`config.mk`:
```
export PLATFORM = sky130hd
export DESIGN_NAME = instruction_fetch_pipeline
export DESIGN_NICKNAME = d
export VERILOG_FILES = /design/src/logic/fetch_pkg.sv /design/src/logic/instruction_fetch_pipeline.sv
export VERILOG_INCLUDE_DIRS = /design/src /design/src/logic
export SDC_FILE = /design/constraint.sdc
export NUM_CORES = 1
export LEC_CHECK = 0
export BUFFER_PORTS_ARGS = -buffer_cell sky130_fd_sc_hd__buf_4
export CAP_MARGIN = 25
export CORE_UTILIZATION = 60
export CTS_CLUSTER_DIAMETER = 120
export DETAILED_ROUTE_END_ITERATION = 6
export PLACE_DENSITY = 0.84
export SYNTH_ARGS = -nofsm -noshare
export SYNTH_HDL_FRONTEND = slang
export SYNTH_SLANG_ARGS = --single-unit
```
`constraint.sdc`:
```
create_clock -name clk_sys -period 6.5 [get_ports clk_sys]
set_input_delay 1.3 -clock clk_sys [delete_from_list [all_inputs] [get_ports clk_sys]]
set_output_delay 1.3 -clock clk_sys [all_outputs]
set_load 0.005 [all_outputs]
```
`src/logic/fetch_defines.svh`:
```
// Constants for the instruction fetch pipeline: widths, addresses, opcode patterns
`ifndef FETCH_DEFINES_SVH
`define FETCH_DEFINES_SVH

`define PC_W             21
`define WORD_W           16
`define DADDR_W          12
`define PC_RESET         21'h000000
`define PC_STEP          21'h000002
`define BYTE_ZERO        8'h00
`define WORD_NOP         16'h0000
`define PHASE_HOT_ONE    4'h1
`define PHASE_HOT_TWO    4'h2
`define PHASE_HOT_THREE  4'h4
`define PHASE_HOT_FOUR   4'h8

`define SECOND_TAG       4'hF
`define OPC_GOTO         8'hEF
`define OPC_CALL         7'h76
`define OPC_LFSR         8'hEE
`define OPC_MOVE         4'hC
`define OPC_BRA          5'h1A
`define OPC_TEST_FILE_SKIP_IF_ZERO       7'h33
`define OPC_ADD_W_TO_FILE        6'h09
`define OPC_RETURN_WITH_LITERAL        8'h0C
`define OPC_MOVLW        8'h0E
`define OPC_TBLRD        14'h0002

`define ADDR_PC_LOW      12'hFF9
`define ADDR_TBL_LATCH   12'hFF5
`define ADDR_TBL_LOW     12'hFF6
`define ADDR_TBL_HIGH    12'hFF7
`define ADDR_TBL_UPPER   12'hFF8
`define ACCESS_SPLIT     8'h60
`define ACCESS_HIGH_BANK 4'hF
`define ACCESS_LOW_BANK  4'h0

`endif

```
`src/logic/fetch_pkg.sv`:
```
// Types shared by the instruction fetch pipeline
package fetch_pkg;
    typedef enum logic [1:0] {phase_one, phase_two, phase_three, phase_four} phase_type;
    typedef enum logic [3:0] {
        op_nop, op_goto, op_call, op_lfsr, op_move, op_second, op_bra,
        op_test_file_skip_if_zero, op_add_w_to_file, op_return_with_literal, op_movlw, op_tblrd
    } op_type;
endpackage

```
`src/logic/instruction_fetch_pipeline.sv`:
```
// Four-phase fetch and execute pipeline of the 8-bit core
`timescale 1ns/1ps
`include "fetch_defines.svh"

module instruction_fetch_pipeline (
    input  wire logic                  clk_sys,
    input  wire logic                  rst_n,
    input  wire logic                  clk_en,
    output logic [3:0]                 phase_clk,
    output logic [`PC_W-1:0]           pc,
    output logic [`PC_W-1:0]           prog_addr,
    output logic                       prog_rd,
    input  wire logic [`WORD_W-1:0]    prog_data,
    output logic [`DADDR_W-1:0]        data_addr,
    output logic                       data_rd,
    input  wire logic [7:0]            data_rdata,
    output logic                       data_wr,
    output logic [7:0]                 data_wdata,
    input  wire logic [3:0]            bank_select,
    output logic                       stack_push,
    output logic [`PC_W-1:0]           push_addr,
    output logic                       stack_pop,
    input  wire logic [`PC_W-1:0]      return_addr,
    output logic                       fsr_load,
    output logic [1:0]                 fsr_index,
    output logic [11:0]                fsr_value,
    output logic [`WORD_W-1:0]         instruction_latch,
    output logic                       exec_valid,
    output logic [7:0]                 working_register,
    output logic [`PC_W-1:0]           table_pointer,
    output logic [7:0]                 table_latch
);

    fetch_pkg::phase_type  phase;
    fetch_pkg::op_type     op;
    fetch_pkg::op_type     pending;
    logic [7:0]            pending_low;
    logic [`PC_W-1:0]      fetch_addr;
    logic [7:0]            operand;
    logic [7:0]            move_byte;
    logic                  branch_taken;
    logic [`PC_W-1:0]      branch_target;
    logic                  skip_next;
    logic                  w_load;
    logic [7:0]            w_value;
    logic [`DADDR_W-1:0]   ex_file;
    logic [7:0]            sum;
    logic                  next_wr;
    logic [`DADDR_W-1:0]   next_waddr;
    logic [7:0]            next_wdata;
    logic                  next_branch;
    logic [`PC_W-1:0]      next_target;

    function automatic logic [`DADDR_W-1:0] file_addr(input logic a, input logic [7:0] f,
                                                     input logic [3:0] bsr);
        if (a) begin
            return {bsr, f};
        end else if (f >= `ACCESS_SPLIT) begin
            return {`ACCESS_HIGH_BANK, f};
        end else begin
            return {`ACCESS_LOW_BANK, f};
        end
    endfunction

    // Phase sequencer
    always_ff @(posedge clk_sys) begin
        if (!rst_n) begin
            phase     <= fetch_pkg::phase_one;
            phase_clk <= `PHASE_HOT_ONE;
        end else if (clk_en) begin
            case (phase)
                fetch_pkg::phase_one:   phase <= fetch_pkg::phase_two;
                fetch_pkg::phase_two:   phase <= fetch_pkg::phase_three;
                fetch_pkg::phase_three: phase <= fetch_pkg::phase_four;
                default:                phase <= fetch_pkg::phase_one;
            endcase
            // One-hot copy walks in step with the state
            phase_clk <= {phase_clk[2:0], phase_clk[3]};
        end
    end

    // Decode of the word in the latch
    always_comb begin
        op = fetch_pkg::op_nop;
        if (!exec_valid) begin
            op = fetch_pkg::op_nop;
        end else if (instruction_latch[15:8] == `OPC_GOTO) begin
            op = fetch_pkg::op_goto;
        end else if (instruction_latch[15:9] == `OPC_CALL) begin
            op = fetch_pkg::op_call;
        end else if (instruction_latch[15:8] == `OPC_LFSR) begin
            op = fetch_pkg::op_lfsr;
        end else if (instruction_latch[15:12] == `OPC_MOVE) begin
            op = fetch_pkg::op_move;
        end else if (instruction_latch[15:12] == `SECOND_TAG) begin
            // Lone second words fall through as no-operation
            op = (pending != fetch_pkg::op_nop) ? fetch_pkg::op_second : fetch_pkg::op_nop;
        end else if (instruction_latch[15:11] == `OPC_BRA) begin
            op = fetch_pkg::op_bra;
        end else if (instruction_latch[15:9] == `OPC_TEST_FILE_SKIP_IF_ZERO) begin
            op = fetch_pkg::op_test_file_skip_if_zero;
        end else if (instruction_latch[15:10] == `OPC_ADD_W_TO_FILE) begin
            op = fetch_pkg::op_add_w_to_file;
        end else if (instruction_latch[15:8] == `OPC_RETURN_WITH_LITERAL) begin
            op = fetch_pkg::op_return_with_literal;
        end else if (instruction_latch[15:8] == `OPC_MOVLW) begin
            op = fetch_pkg::op_movlw;
        end else if (instruction_latch[15:2] == `OPC_TBLRD) begin
            op = fetch_pkg::op_tblrd;
        end
    end

    assign ex_file = file_addr(instruction_latch[8], instruction_latch[7:0], bank_select);
    assign sum     = operand + working_register;

    // Destination write and branch decision, settled in phase three
    always_comb begin
        next_wr     = 1'b0;
        next_waddr  = ex_file;
        next_wdata  = sum;
        next_branch = 1'b0;
        next_target = fetch_addr;
        case (op)
            fetch_pkg::op_add_w_to_file: begin
                next_wr = instruction_latch[9];
            end
            fetch_pkg::op_second: begin
                if (pending == fetch_pkg::op_move) begin
                    next_wr    = 1'b1;
                    next_waddr = instruction_latch[11:0];
                    next_wdata = move_byte;
                end else if (pending != fetch_pkg::op_lfsr) begin
                    next_branch = 1'b1;
                    next_target = {instruction_latch[11:0], pending_low, 1'b0};
                end
            end
            fetch_pkg::op_bra: begin
                next_branch = 1'b1;
                next_target = fetch_addr + {{9{instruction_latch[10]}}, instruction_latch[10:0], 1'b0};
            end
            fetch_pkg::op_return_with_literal: begin
                next_branch = 1'b1;
                next_target = {return_addr[`PC_W-1:1], 1'b0};
            end
            default: next_wr = 1'b0;
        endcase
        if (next_wr && next_waddr == `ADDR_PC_LOW) begin
            // Low byte write redirects the counter; the data memory never sees it
            next_wr     = 1'b0;
            next_branch = 1'b1;
            next_target = {fetch_addr[`PC_W-1:8], next_wdata[7:1], 1'b0};
        end
    end

    // Program counter
    always_ff @(posedge clk_sys) begin
        if (!rst_n) begin
            pc         <= `PC_RESET;
            fetch_addr <= `PC_RESET;
        end else if (clk_en) begin
            if (phase == fetch_pkg::phase_one) begin
                fetch_addr <= pc;
                pc         <= pc + `PC_STEP;
            end else if (phase == fetch_pkg::phase_four && branch_taken) begin
                pc <= branch_target;
            end
        end
    end

    // Program memory port: table read in phase two, fetch in phase four
    always_ff @(posedge clk_sys) begin
        if (!rst_n) begin
            prog_addr <= `PC_RESET;
            prog_rd   <= 1'b0;
        end else if (clk_en) begin
            case (phase)
                fetch_pkg::phase_one: begin
                    prog_addr <= {table_pointer[`PC_W-1:1], 1'b0};
                    prog_rd   <= (op == fetch_pkg::op_tblrd);
                end
                fetch_pkg::phase_three: begin
                    prog_addr <= fetch_addr;
                    prog_rd   <= 1'b1;
                end
                default: prog_rd <= 1'b0;
            endcase
        end
    end

    // Table pointer and latch
    always_ff @(posedge clk_sys) begin
        if (!rst_n) begin
            table_pointer <= `PC_RESET;
            table_latch   <= `BYTE_ZERO;
        end else if (clk_en) begin
            if (phase == fetch_pkg::phase_two && op == fetch_pkg::op_tblrd) begin
                // One byte per access, odd pointer picks the high byte
                table_latch <= table_pointer[0] ? prog_data[15:8] : prog_data[7:0];
                if (instruction_latch[0]) begin
                    table_pointer <= table_pointer + 21'h000001;
                end
            end else if (phase == fetch_pkg::phase_four && data_wr) begin
                if (data_addr == `ADDR_TBL_LOW) begin
                    table_pointer[7:0] <= data_wdata;
                end else if (data_addr == `ADDR_TBL_HIGH) begin
                    table_pointer[15:8] <= data_wdata;
                end else if (data_addr == `ADDR_TBL_UPPER) begin
                    table_pointer[20:16] <= data_wdata[4:0];
                end else if (data_addr == `ADDR_TBL_LATCH) begin
                    table_latch <= data_wdata;
                end
            end
        end
    end

    // Data memory port
    always_ff @(posedge clk_sys) begin
        if (!rst_n) begin
            data_addr  <= {`ACCESS_LOW_BANK, `BYTE_ZERO};
            data_rd    <= 1'b0;
            data_wr    <= 1'b0;
            data_wdata <= `BYTE_ZERO;
            operand    <= `BYTE_ZERO;
            move_byte  <= `BYTE_ZERO;
        end else if (clk_en) begin
            case (phase)
                fetch_pkg::phase_one: begin
                    data_addr <= (op == fetch_pkg::op_move) ? instruction_latch[11:0] : ex_file;
                    data_rd   <= (op == fetch_pkg::op_move) || (op == fetch_pkg::op_test_file_skip_if_zero)
                                 || (op == fetch_pkg::op_add_w_to_file);
                end
                fetch_pkg::phase_two: begin
                    data_rd <= 1'b0;
                    // Counter low byte and table latch shadow the memory answer
                    if (data_addr == `ADDR_PC_LOW) begin
                        operand <= fetch_addr[7:0];
                    end else if (data_addr == `ADDR_TBL_LATCH) begin
                        operand <= table_latch;
                    end else begin
                        operand <= data_rdata;
                    end
                end
                fetch_pkg::phase_three: begin
                    if (op == fetch_pkg::op_move) begin
                        move_byte <= operand;
                    end
                    data_addr  <= next_waddr;
                    data_wdata <= next_wdata;
                    data_wr    <= next_wr;
                end
                default: data_wr <= 1'b0;
            endcase
        end
    end

    // Execute control, latch load and flush
    always_ff @(posedge clk_sys) begin
        if (!rst_n) begin
            instruction_latch <= `WORD_NOP;
            exec_valid        <= 1'b0;
            pending           <= fetch_pkg::op_nop;
            pending_low       <= `BYTE_ZERO;
            branch_taken      <= 1'b0;
            branch_target     <= `PC_RESET;
            skip_next         <= 1'b0;
            w_load            <= 1'b0;
            w_value           <= `BYTE_ZERO;
            working_register  <= `BYTE_ZERO;
            stack_push        <= 1'b0;
            push_addr         <= `PC_RESET;
            stack_pop         <= 1'b0;
            fsr_load          <= 1'b0;
            fsr_index         <= 2'h0;
            fsr_value         <= 12'h000;
        end else if (clk_en) begin
            case (phase)
                fetch_pkg::phase_three: begin
                    branch_taken  <= next_branch;
                    branch_target <= next_target;
                    skip_next     <= (op == fetch_pkg::op_test_file_skip_if_zero) && (operand == `BYTE_ZERO);
                    w_load        <= (op == fetch_pkg::op_add_w_to_file && !instruction_latch[9])
                                     || op == fetch_pkg::op_return_with_literal || op == fetch_pkg::op_movlw;
                    w_value       <= (op == fetch_pkg::op_add_w_to_file) ? sum : instruction_latch[7:0];
                    stack_push    <= (op == fetch_pkg::op_second) && (pending == fetch_pkg::op_call);
                    push_addr     <= fetch_addr;
                    stack_pop     <= (op == fetch_pkg::op_return_with_literal);
                    fsr_load      <= (op == fetch_pkg::op_second) && (pending == fetch_pkg::op_lfsr);
                    fsr_index     <= pending_low[5:4];
                    fsr_value     <= {pending_low[3:0], instruction_latch[7:0]};
                end
                fetch_pkg::phase_four: begin
                    if (w_load) begin
                        working_register <= w_value;
                    end
                    // Word fetched now executes next cycle while this one retires
                    instruction_latch <= prog_data;
                    exec_valid        <= !(branch_taken || skip_next);
                    case (op)
                        fetch_pkg::op_goto, fetch_pkg::op_call, fetch_pkg::op_lfsr, fetch_pkg::op_move: begin
                            pending <= op;
                        end
                        default: begin
                            pending <= fetch_pkg::op_nop;
                        end
                    endcase
                    pending_low  <= instruction_latch[7:0];
                    branch_taken <= 1'b0;
                    skip_next    <= 1'b0;
                    w_load       <= 1'b0;
                    stack_push   <= 1'b0;
                    stack_pop    <= 1'b0;
                    fsr_load     <= 1'b0;
                end
                default: branch_taken <= branch_taken;
            endcase
        end
    end

endmodule

```
Word level (Yosys, flattened, before mapping). Index checks and enable logic that the tools add are counted.

Output and inout port bits: 161. Register bits after elaboration: 244. Input bits: 52.

Equality and inequality tests: 39. Add/subtract/negate cells: 4. Order comparisons: 1. Reduce and logical (&&, ||, !) cells: 45. Multiplexer cells: 64. Bitwise gates (word level): 1.

Operators by type and width (number): two-way mux 21 bit (8); two-way mux 8 bit (14); == test 12 bit, second input constant (6); case mux 21 bit (3 select lines) (1); two-way mux 12 bit (5); two-way mux 4 bit (13); case mux 21 bit (2 select lines) (1); == test 4 bit, second input constant (6); case mux 12 bit (2 select lines) (1); case mux 1 bit (2 select lines) (11); adder 21 x 1 -> 21 bit, second input constant (1); adder 21 x 2 -> 21 bit, second input constant (1); adder 21 bit (1); == test 4 x 3 -> 1 bit, second input constant (5); AND reduction 2 bit (9); nonzero test 2 bit (9); == test 4 x 2 -> 1 bit, second input constant (4); == test 8 x 4 -> 1 bit, second input constant (2); == test 8 bit, second input constant (2); == test 14 x 2 -> 1 bit, second input constant (1); two-way mux 13 bit (1); AND reduction 6 bit (2); two-way mux 5 bit (2); adder 8 bit (1); 25 further kinds (47).

Depth between registers and ports, before layout.
Word-level depth: 19. Mapped depth: 12.

Worst setup path after synthesis. Ideal clock, no wire load.

Path type: register to register. From: register instruction_latch[0]. To: register branch_target[17]. Cell stages (with the launch flop): 11. Arrival time: 2827 ps. Data required time: 6368 ps. Path slack: 3541 ps. Setup time: 132 ps. Clock period less this slack: 2959 ps. Path through: dfxtp_1 ha_1 fa_1 a211oi_1 nor2_1 o221a_2 a221o_1 a311o_1 xnor2_1 a2111oi_0 o21ai_0.

Word-level cells in the longest chain between the ends: 8. Elaborated cells on any way between the ends: 10. Classes of those cells: add/sub: 1; order compare: 1; eq/ne: 1; mux: 6; reduce/logical: 1.

RTL lines: start, declared (RTL line instruction_fetch_pipeline.sv:27) `` output logic [`WORD_W-1:0] instruction_latch, ``; start signal, assigned (RTL line instruction_fetch_pipeline.sv:259) `` instruction_latch <= `WORD_NOP; ``; start signal, assigned (RTL line instruction_fetch_pipeline.sv:296) `instruction_latch <= prog_data;`; greater-or-equal comparator 8 x 7 -> 1 bit (no line); two-way mux 12 bit (RTL line instruction_fetch_pipeline.sv:58) `` end else if (f >= `ACCESS_SPLIT) begin ``; two-way mux 12 bit (RTL line instruction_fetch_pipeline.sv:56) `if (a) begin`; two-way mux 12 bit (RTL line instruction_fetch_pipeline.sv:128) `if (pending == fetch_pkg::op_move) begin`; two-way mux 12 bit (RTL line instruction_fetch_pipeline.sv:123) `case (op)`; == test 12 bit (no line); logical AND 1 bit (no line); two-way mux 21 bit (*) (RTL line instruction_fetch_pipeline.sv:147) `` if (next_wr && next_waddr == `ADDR_PC_LOW) begin ``; end signal, assigned (RTL line instruction_fetch_pipeline.sv:264) `` branch_target <= `PC_RESET; ``; end signal, assigned (RTL line instruction_fetch_pipeline.sv:279) `branch_target <= next_target;`; end, declared (RTL line instruction_fetch_pipeline.sv:42) `` logic [`PC_W-1:0] branch_target; ``.

Every way passes the cells marked *; elsewhere a longest branch is shown, timed or not. A chain may end at the register's enable or synchronous reset.

Worst setup path after layout.
From: register instruction_latch[9]. To: register branch_target[7].

Word-level cells in the longest chain between the ends: 18. Elaborated cells on any way between the ends: 31. Classes of those cells: eq/ne: 12; mux: 18; reduce/logical: 1.

RTL lines: == test 14 x 2 -> 1 bit (no line); two-way mux 4 bit (RTL line instruction_fetch_pipeline.sv:108) `` end else if (instruction_latch[15:2] == `OPC_TBLRD) begin ``; two-way mux 4 bit (RTL line instruction_fetch_pipeline.sv:106) `` end else if (instruction_latch[15:8] == `OPC_MOVLW) begin ``; two-way mux 4 bit (RTL line instruction_fetch_pipeline.sv:104) `` end else if (instruction_latch[15:8] == `OPC_RETURN_WITH_LITERAL) begin ``; two-way mux 4 bit (RTL line instruction_fetch_pipeline.sv:102) `` end else if (instruction_latch[15:10] == `OPC_ADD_W_TO_FILE) begin ``; two-way mux 4 bit (RTL line instruction_fetch_pipeline.sv:100) `` end else if (instruction_latch[15:9] == `OPC_TEST_FILE_SKIP_IF_ZERO) begin ``; two-way mux 4 bit (RTL line instruction_fetch_pipeline.sv:98) `` end else if (instruction_latch[15:11] == `OPC_BRA) begin ``; two-way mux 4 bit (RTL line instruction_fetch_pipeline.sv:95) `` end else if (instruction_latch[15:12] == `SECOND_TAG) begin ``; [2 not listed]; two-way mux 4 bit (RTL line instruction_fetch_pipeline.sv:89) `` end else if (instruction_latch[15:9] == `OPC_CALL) begin ``; two-way mux 4 bit (RTL line instruction_fetch_pipeline.sv:87) `` end else if (instruction_latch[15:8] == `OPC_GOTO) begin ``; two-way mux 4 bit (RTL line instruction_fetch_pipeline.sv:85) `if (!exec_valid) begin`; == test 4 x 3 -> 1 bit (RTL line instruction_fetch_pipeline.sv:123); two-way mux 12 bit (RTL line instruction_fetch_pipeline.sv:123); == test 12 bit (no line); logical AND 1 bit (no line); two-way mux 21 bit (*) (RTL line instruction_fetch_pipeline.sv:147).

Marks and branches as above.

==> run_results.csv <==
group,metric,value,unit
status,status,"finished, final reports clean",
setup_path,cp_max_fo,18,
setup_path,max_stage_delay,0.79,ns
cells_and_area,regArea,4885,sq um
placement,routabilityCongestion,1.025,
route,top_layer,"met4",
timing,drv_slew,0,
global_routing,antenna_found_initial,0,
global_routing,grt_max_degree,114,
route,via_count,13820,
timing,fin_skew,0.01090,ns
clock_tree,htree_levels,1,
clock_tree,cts_setup_buffers,0,
worst_hold_path,hold_depth,2,
global_routing,grt_overflow_total,0,
clock_tree,insertion_delay,0.54,ns
route,m1WireLength,18.27,mm
setup_path,crit_chain,"nand3_1 > nor4_4 > a211oi_1 > a211oi_2 > and2_1 > nor3_4 > a221oi_1 > o221ai_1",
route,met2_length,20.44,mm
yosys,synth_edf_count,0,
cells_and_area,instances_no_fill,2118,
clock_tree,clock-sinks,244,
yosys,synth_seq_area_share,37.42,%
timing,fin_setup_tns,0,ns
timing,setup_viol,0,
clock_tree,ctsRootBufferMaster,"clkbuf_16",
timing,worst_pin_slew,1.024,ns
timing,grt_setup_unrepaired,"false",
global_routing,grt_pass1_vias,12480,
timing,fin_crit,3.927,ns
floorplan,io_pins,213,
setup_path,end_kind,"register",
worst_hold_path,min-delay-start,"branch_target[14]",
timing,slew_headroom,31.52,%
yosys,synth_top_flop_cell,"dfxtp_1",
route,avgViaCountPerCell,6.524,
setup_path,startpoint,"instruction_latch[9]",
setup_path,slowest_stage,"dfxtp_1",
clock_tree,cts_resized,0,
route,wl,46.58,mm
yosys,synthCells,1678,
setup_path,r2r_start,"instruction_latch[9]",
global_routing,track_usage,40.67,%
floorplan,fp-row-count,53,
power,power.leakage,0.005933,uW
clock_tree,clock_path_buffers,3,
yosys,ys_types,90,
yosys,syn_area,13050,sq um
floorplan,fp.dieW,149.5,um
cells_and_area,area_delta_synth_final,18.79,%
power,peakVddDrop,0.0002280,V
setup_path,r2r_slack,2.57,ns
setup_path,critical-path-top-delay-family,"simple AND/OR/NAND/NOR gates",
timing,hold_viol,0,
setup_path,r2r.worst_path.cells,8,
clock_tree,ctsHoldBuffers,0,
worst_hold_path,min_path_type,"register to register",
cells_and_area,final_layout_size_suffix_gt1_share,16.55,%
route,postRouteAntennaNets,0,
floorplan,core,21150,sq um
yosys,async_flop_share,0,%
setup_path,cp_data_required_time,6.91,ns
floorplan,initial_core_util,61.71,%
setup_path,regToRegEndpoint,"branch_target[7]",
timing,clock.fmax,0.2547,GHz
placement,numPortBuffers,211,
setup_path,crit_type,"register to register",
cells_and_area,nets,1911,
cells_and_area,multi_input_area,7594,sq um
placement,placed_cells,2071,
route,drc_errors,0,
clock_tree,clkTransAtPathRegs,0.06,ns
power,p_per_area,213.1,nW/um^2
global_routing,grt_pass1_wl,70.21,mm
setup_path,crit_end,"branch_target[7]",
placement,dp_hpwl,32.22,mm
floorplan,die_y,149.5,um
setup_path,cp-start-kind,"register",
yosys,yosysWarningCount,0,
yosys,ys_seq_elements,244,
clock_tree,tritoncts,"built",
timing,fin_ws,2.573,ns
yosys,syn_nets,1764,
clock_tree,numCtsBuffers,26,
route,met3_length,5.330,mm
setup_path,worst-path-stages,8,
cells_and_area,n_antenna_cell,0,
setup_path,cp.arrival,4.33,ns
floorplan,dieArea,22350,sq um
route,drtIter0Drc,1501,
placement,pre_cts_slack,2.600,ns
setup_path,crit_buf_inv,0,
flow_run,cap_violations,0,
timing,finalCritPeriodShare,60.41,%
route,wire_per_inst,21.99,um
yosys,syn_area_per_cell,7.779,sq um
route,drt_first_pass_iters,5,
cells_and_area,filler_cell_count,1681,
-- sequential cells by signal, summed over array words and instances (netlist names), 12 cells and up --
name,flops
table_pointer,21
data_addr,12
push_addr,21
prog_addr,21
pc,21
fsr_value,12
fetch_addr,21
branch_target,21
instruction_latch,16
-- worst min-delay path by stage --
stage                         to  slack (ns)
3_5_place_dp   branch_target[14]        0.44
5_1_grt        branch_target[14]        0.46
4_1_cts        branch_target[14]        0.45
3_3_place_gp          w_value[1]        0.44
6_report       branch_target[14]        0.45
2_1_floorplan   branch_target[0]        0.43
-- metal layers --
| metal | GRT usage [%] | vias up |
|---|---|---|
| li1 | - | 6331 |
| met1 | 54.99 | 6438 |
| met2 | 62.48 | 900 |
| met3 | 6.159 | 148 |
| met4 | 21.33 | 0 |
| met5 | 0 | - |
-- worst register-to-register path, stage by stage, from the launching register on --
cell	delay [ns]
dfxtp_1	0.79
nand3_1	0.24
nor4_4	0.40
a211oi_1	0.19
a211oi_2	0.68
and2_1	0.75
nor3_4	0.20
a221oi_1	0.38
o221ai_1	0.17
-- through the flow --
| stage | power, uW | area [sq um] | utilization [%] | hold slack (ns) |
|---|---|---|---|---|
| 2_1_floorplan | 1762 | 13050 | - | 0.4315 |
| 3_3_place_gp | 1889 | 14670 | 69.37 | 0.4402 |
| 3_5_place_dp | 1897 | 14670 | 69.37 | 0.4433 |
| 4_1_cts | 3292 | 15480 | 73.17 | 0.4512 |
| 5_1_grt | 3394 | 15510 | 73.30 | 0.4641 |
| 6_report | 3304 | 15510 | 73.30 | 0.4517 |
-- power breakdown --
part	switching [uW]	total [uW]	internal (uW)
clock network	622	1430	806
registers	39.6	1570	1530
logic	199	307	109
-- layout make-up --
class	instances	area share (%)
multi-input combinational	1288	48.97
sequential	244	31.50
timing repair buffer	229	11.22
clock buffer	39	4.906
tap	275	2.219
inverter	36	0.9037
clock inverter	7	0.2824
-- cell usage in the layout, fill, tap and decap left out, types with 15 or more instances in the layout --
master	Yosys	routed
o21a_1	16	16
nor3_1	27	27
dfxtp_1	244	244
a211oi_1	49	49
nand4_1	15	15
nand2_1	295	293
nand3_1	59	59
nand2b_1	18	18
clkbuf_16	0	27
inv_1	33	32
or3_1	17	17
and3_1	18	18
buf_4	2	228
a21oi_1	198	197
ha_1	32	32
a31oi_1	15	15
o21ai_0	74	74
a21o_1	15	15
mux2i_1	70	70
o31ai_1	22	22
nor2_1	145	144
-- cells in the mapped netlist (5+ instances only) --
master | count | area [sq um]
a2111oi_0 | 5 | 43.79
a211oi_1 | 49 | 367.9
a21boi_0 | 5 | 37.54
a21o_1 | 15 | 112.6
a21oi_1 | 198 | 991.0
a221o_1 | 6 | 60.06
a221oi_1 | 5 | 43.79
a22oi_1 | 6 | 45.04
a311oi_1 | 8 | 70.07
a31oi_1 | 15 | 93.84
a32o_1 | 5 | 50.05
and2_1 | 15 | 93.84
and3_1 | 18 | 112.6
buf_1 | 11 | 41.29
buf_2 | 12 | 60.06
clkbuf_1 | 82 | 307.8
dfxtp_1 | 244 | 4885
ha_1 | 32 | 400.4
inv_1 | 33 | 123.9
mux2i_1 | 70 | 700.7
nand2_1 | 295 | 1107
nand2b_1 | 18 | 112.6
nand3_1 | 59 | 295.3
nand4_1 | 15 | 93.84
nor2_1 | 145 | 544.3
nor2b_1 | 9 | 56.30
nor3_1 | 27 | 135.1
nor4_1 | 14 | 87.58
o211ai_1 | 5 | 37.54
o21a_1 | 16 | 120.1
o21ai_0 | 74 | 370.4
o21ai_1 | 8 | 40.04
o21bai_1 | 5 | 37.54
o22ai_1 | 6 | 37.54
o31ai_1 | 22 | 165.2
or3_1 | 17 | 106.4
xnor2_1 | 13 | 113.9
xor2_1 | 5 | 43.79
-- cell families (layout without fill, tap and decap cells) --
family	after synthesis	after routing	share of synthesized area, %
flip-flops	244	244	37.42
AO/OA/AOI/OAI	498	498	24.35
multiplexers	74	74	5.713
buffers and inverters	146	311	4.543
XOR/XNOR	18	18	1.208
AND/OR/NAND/NOR	664	664	23.40
adder cells (fa/ha/maj)	34	34	3.374
Note: power is estimated with default switching activity, not from simulation.
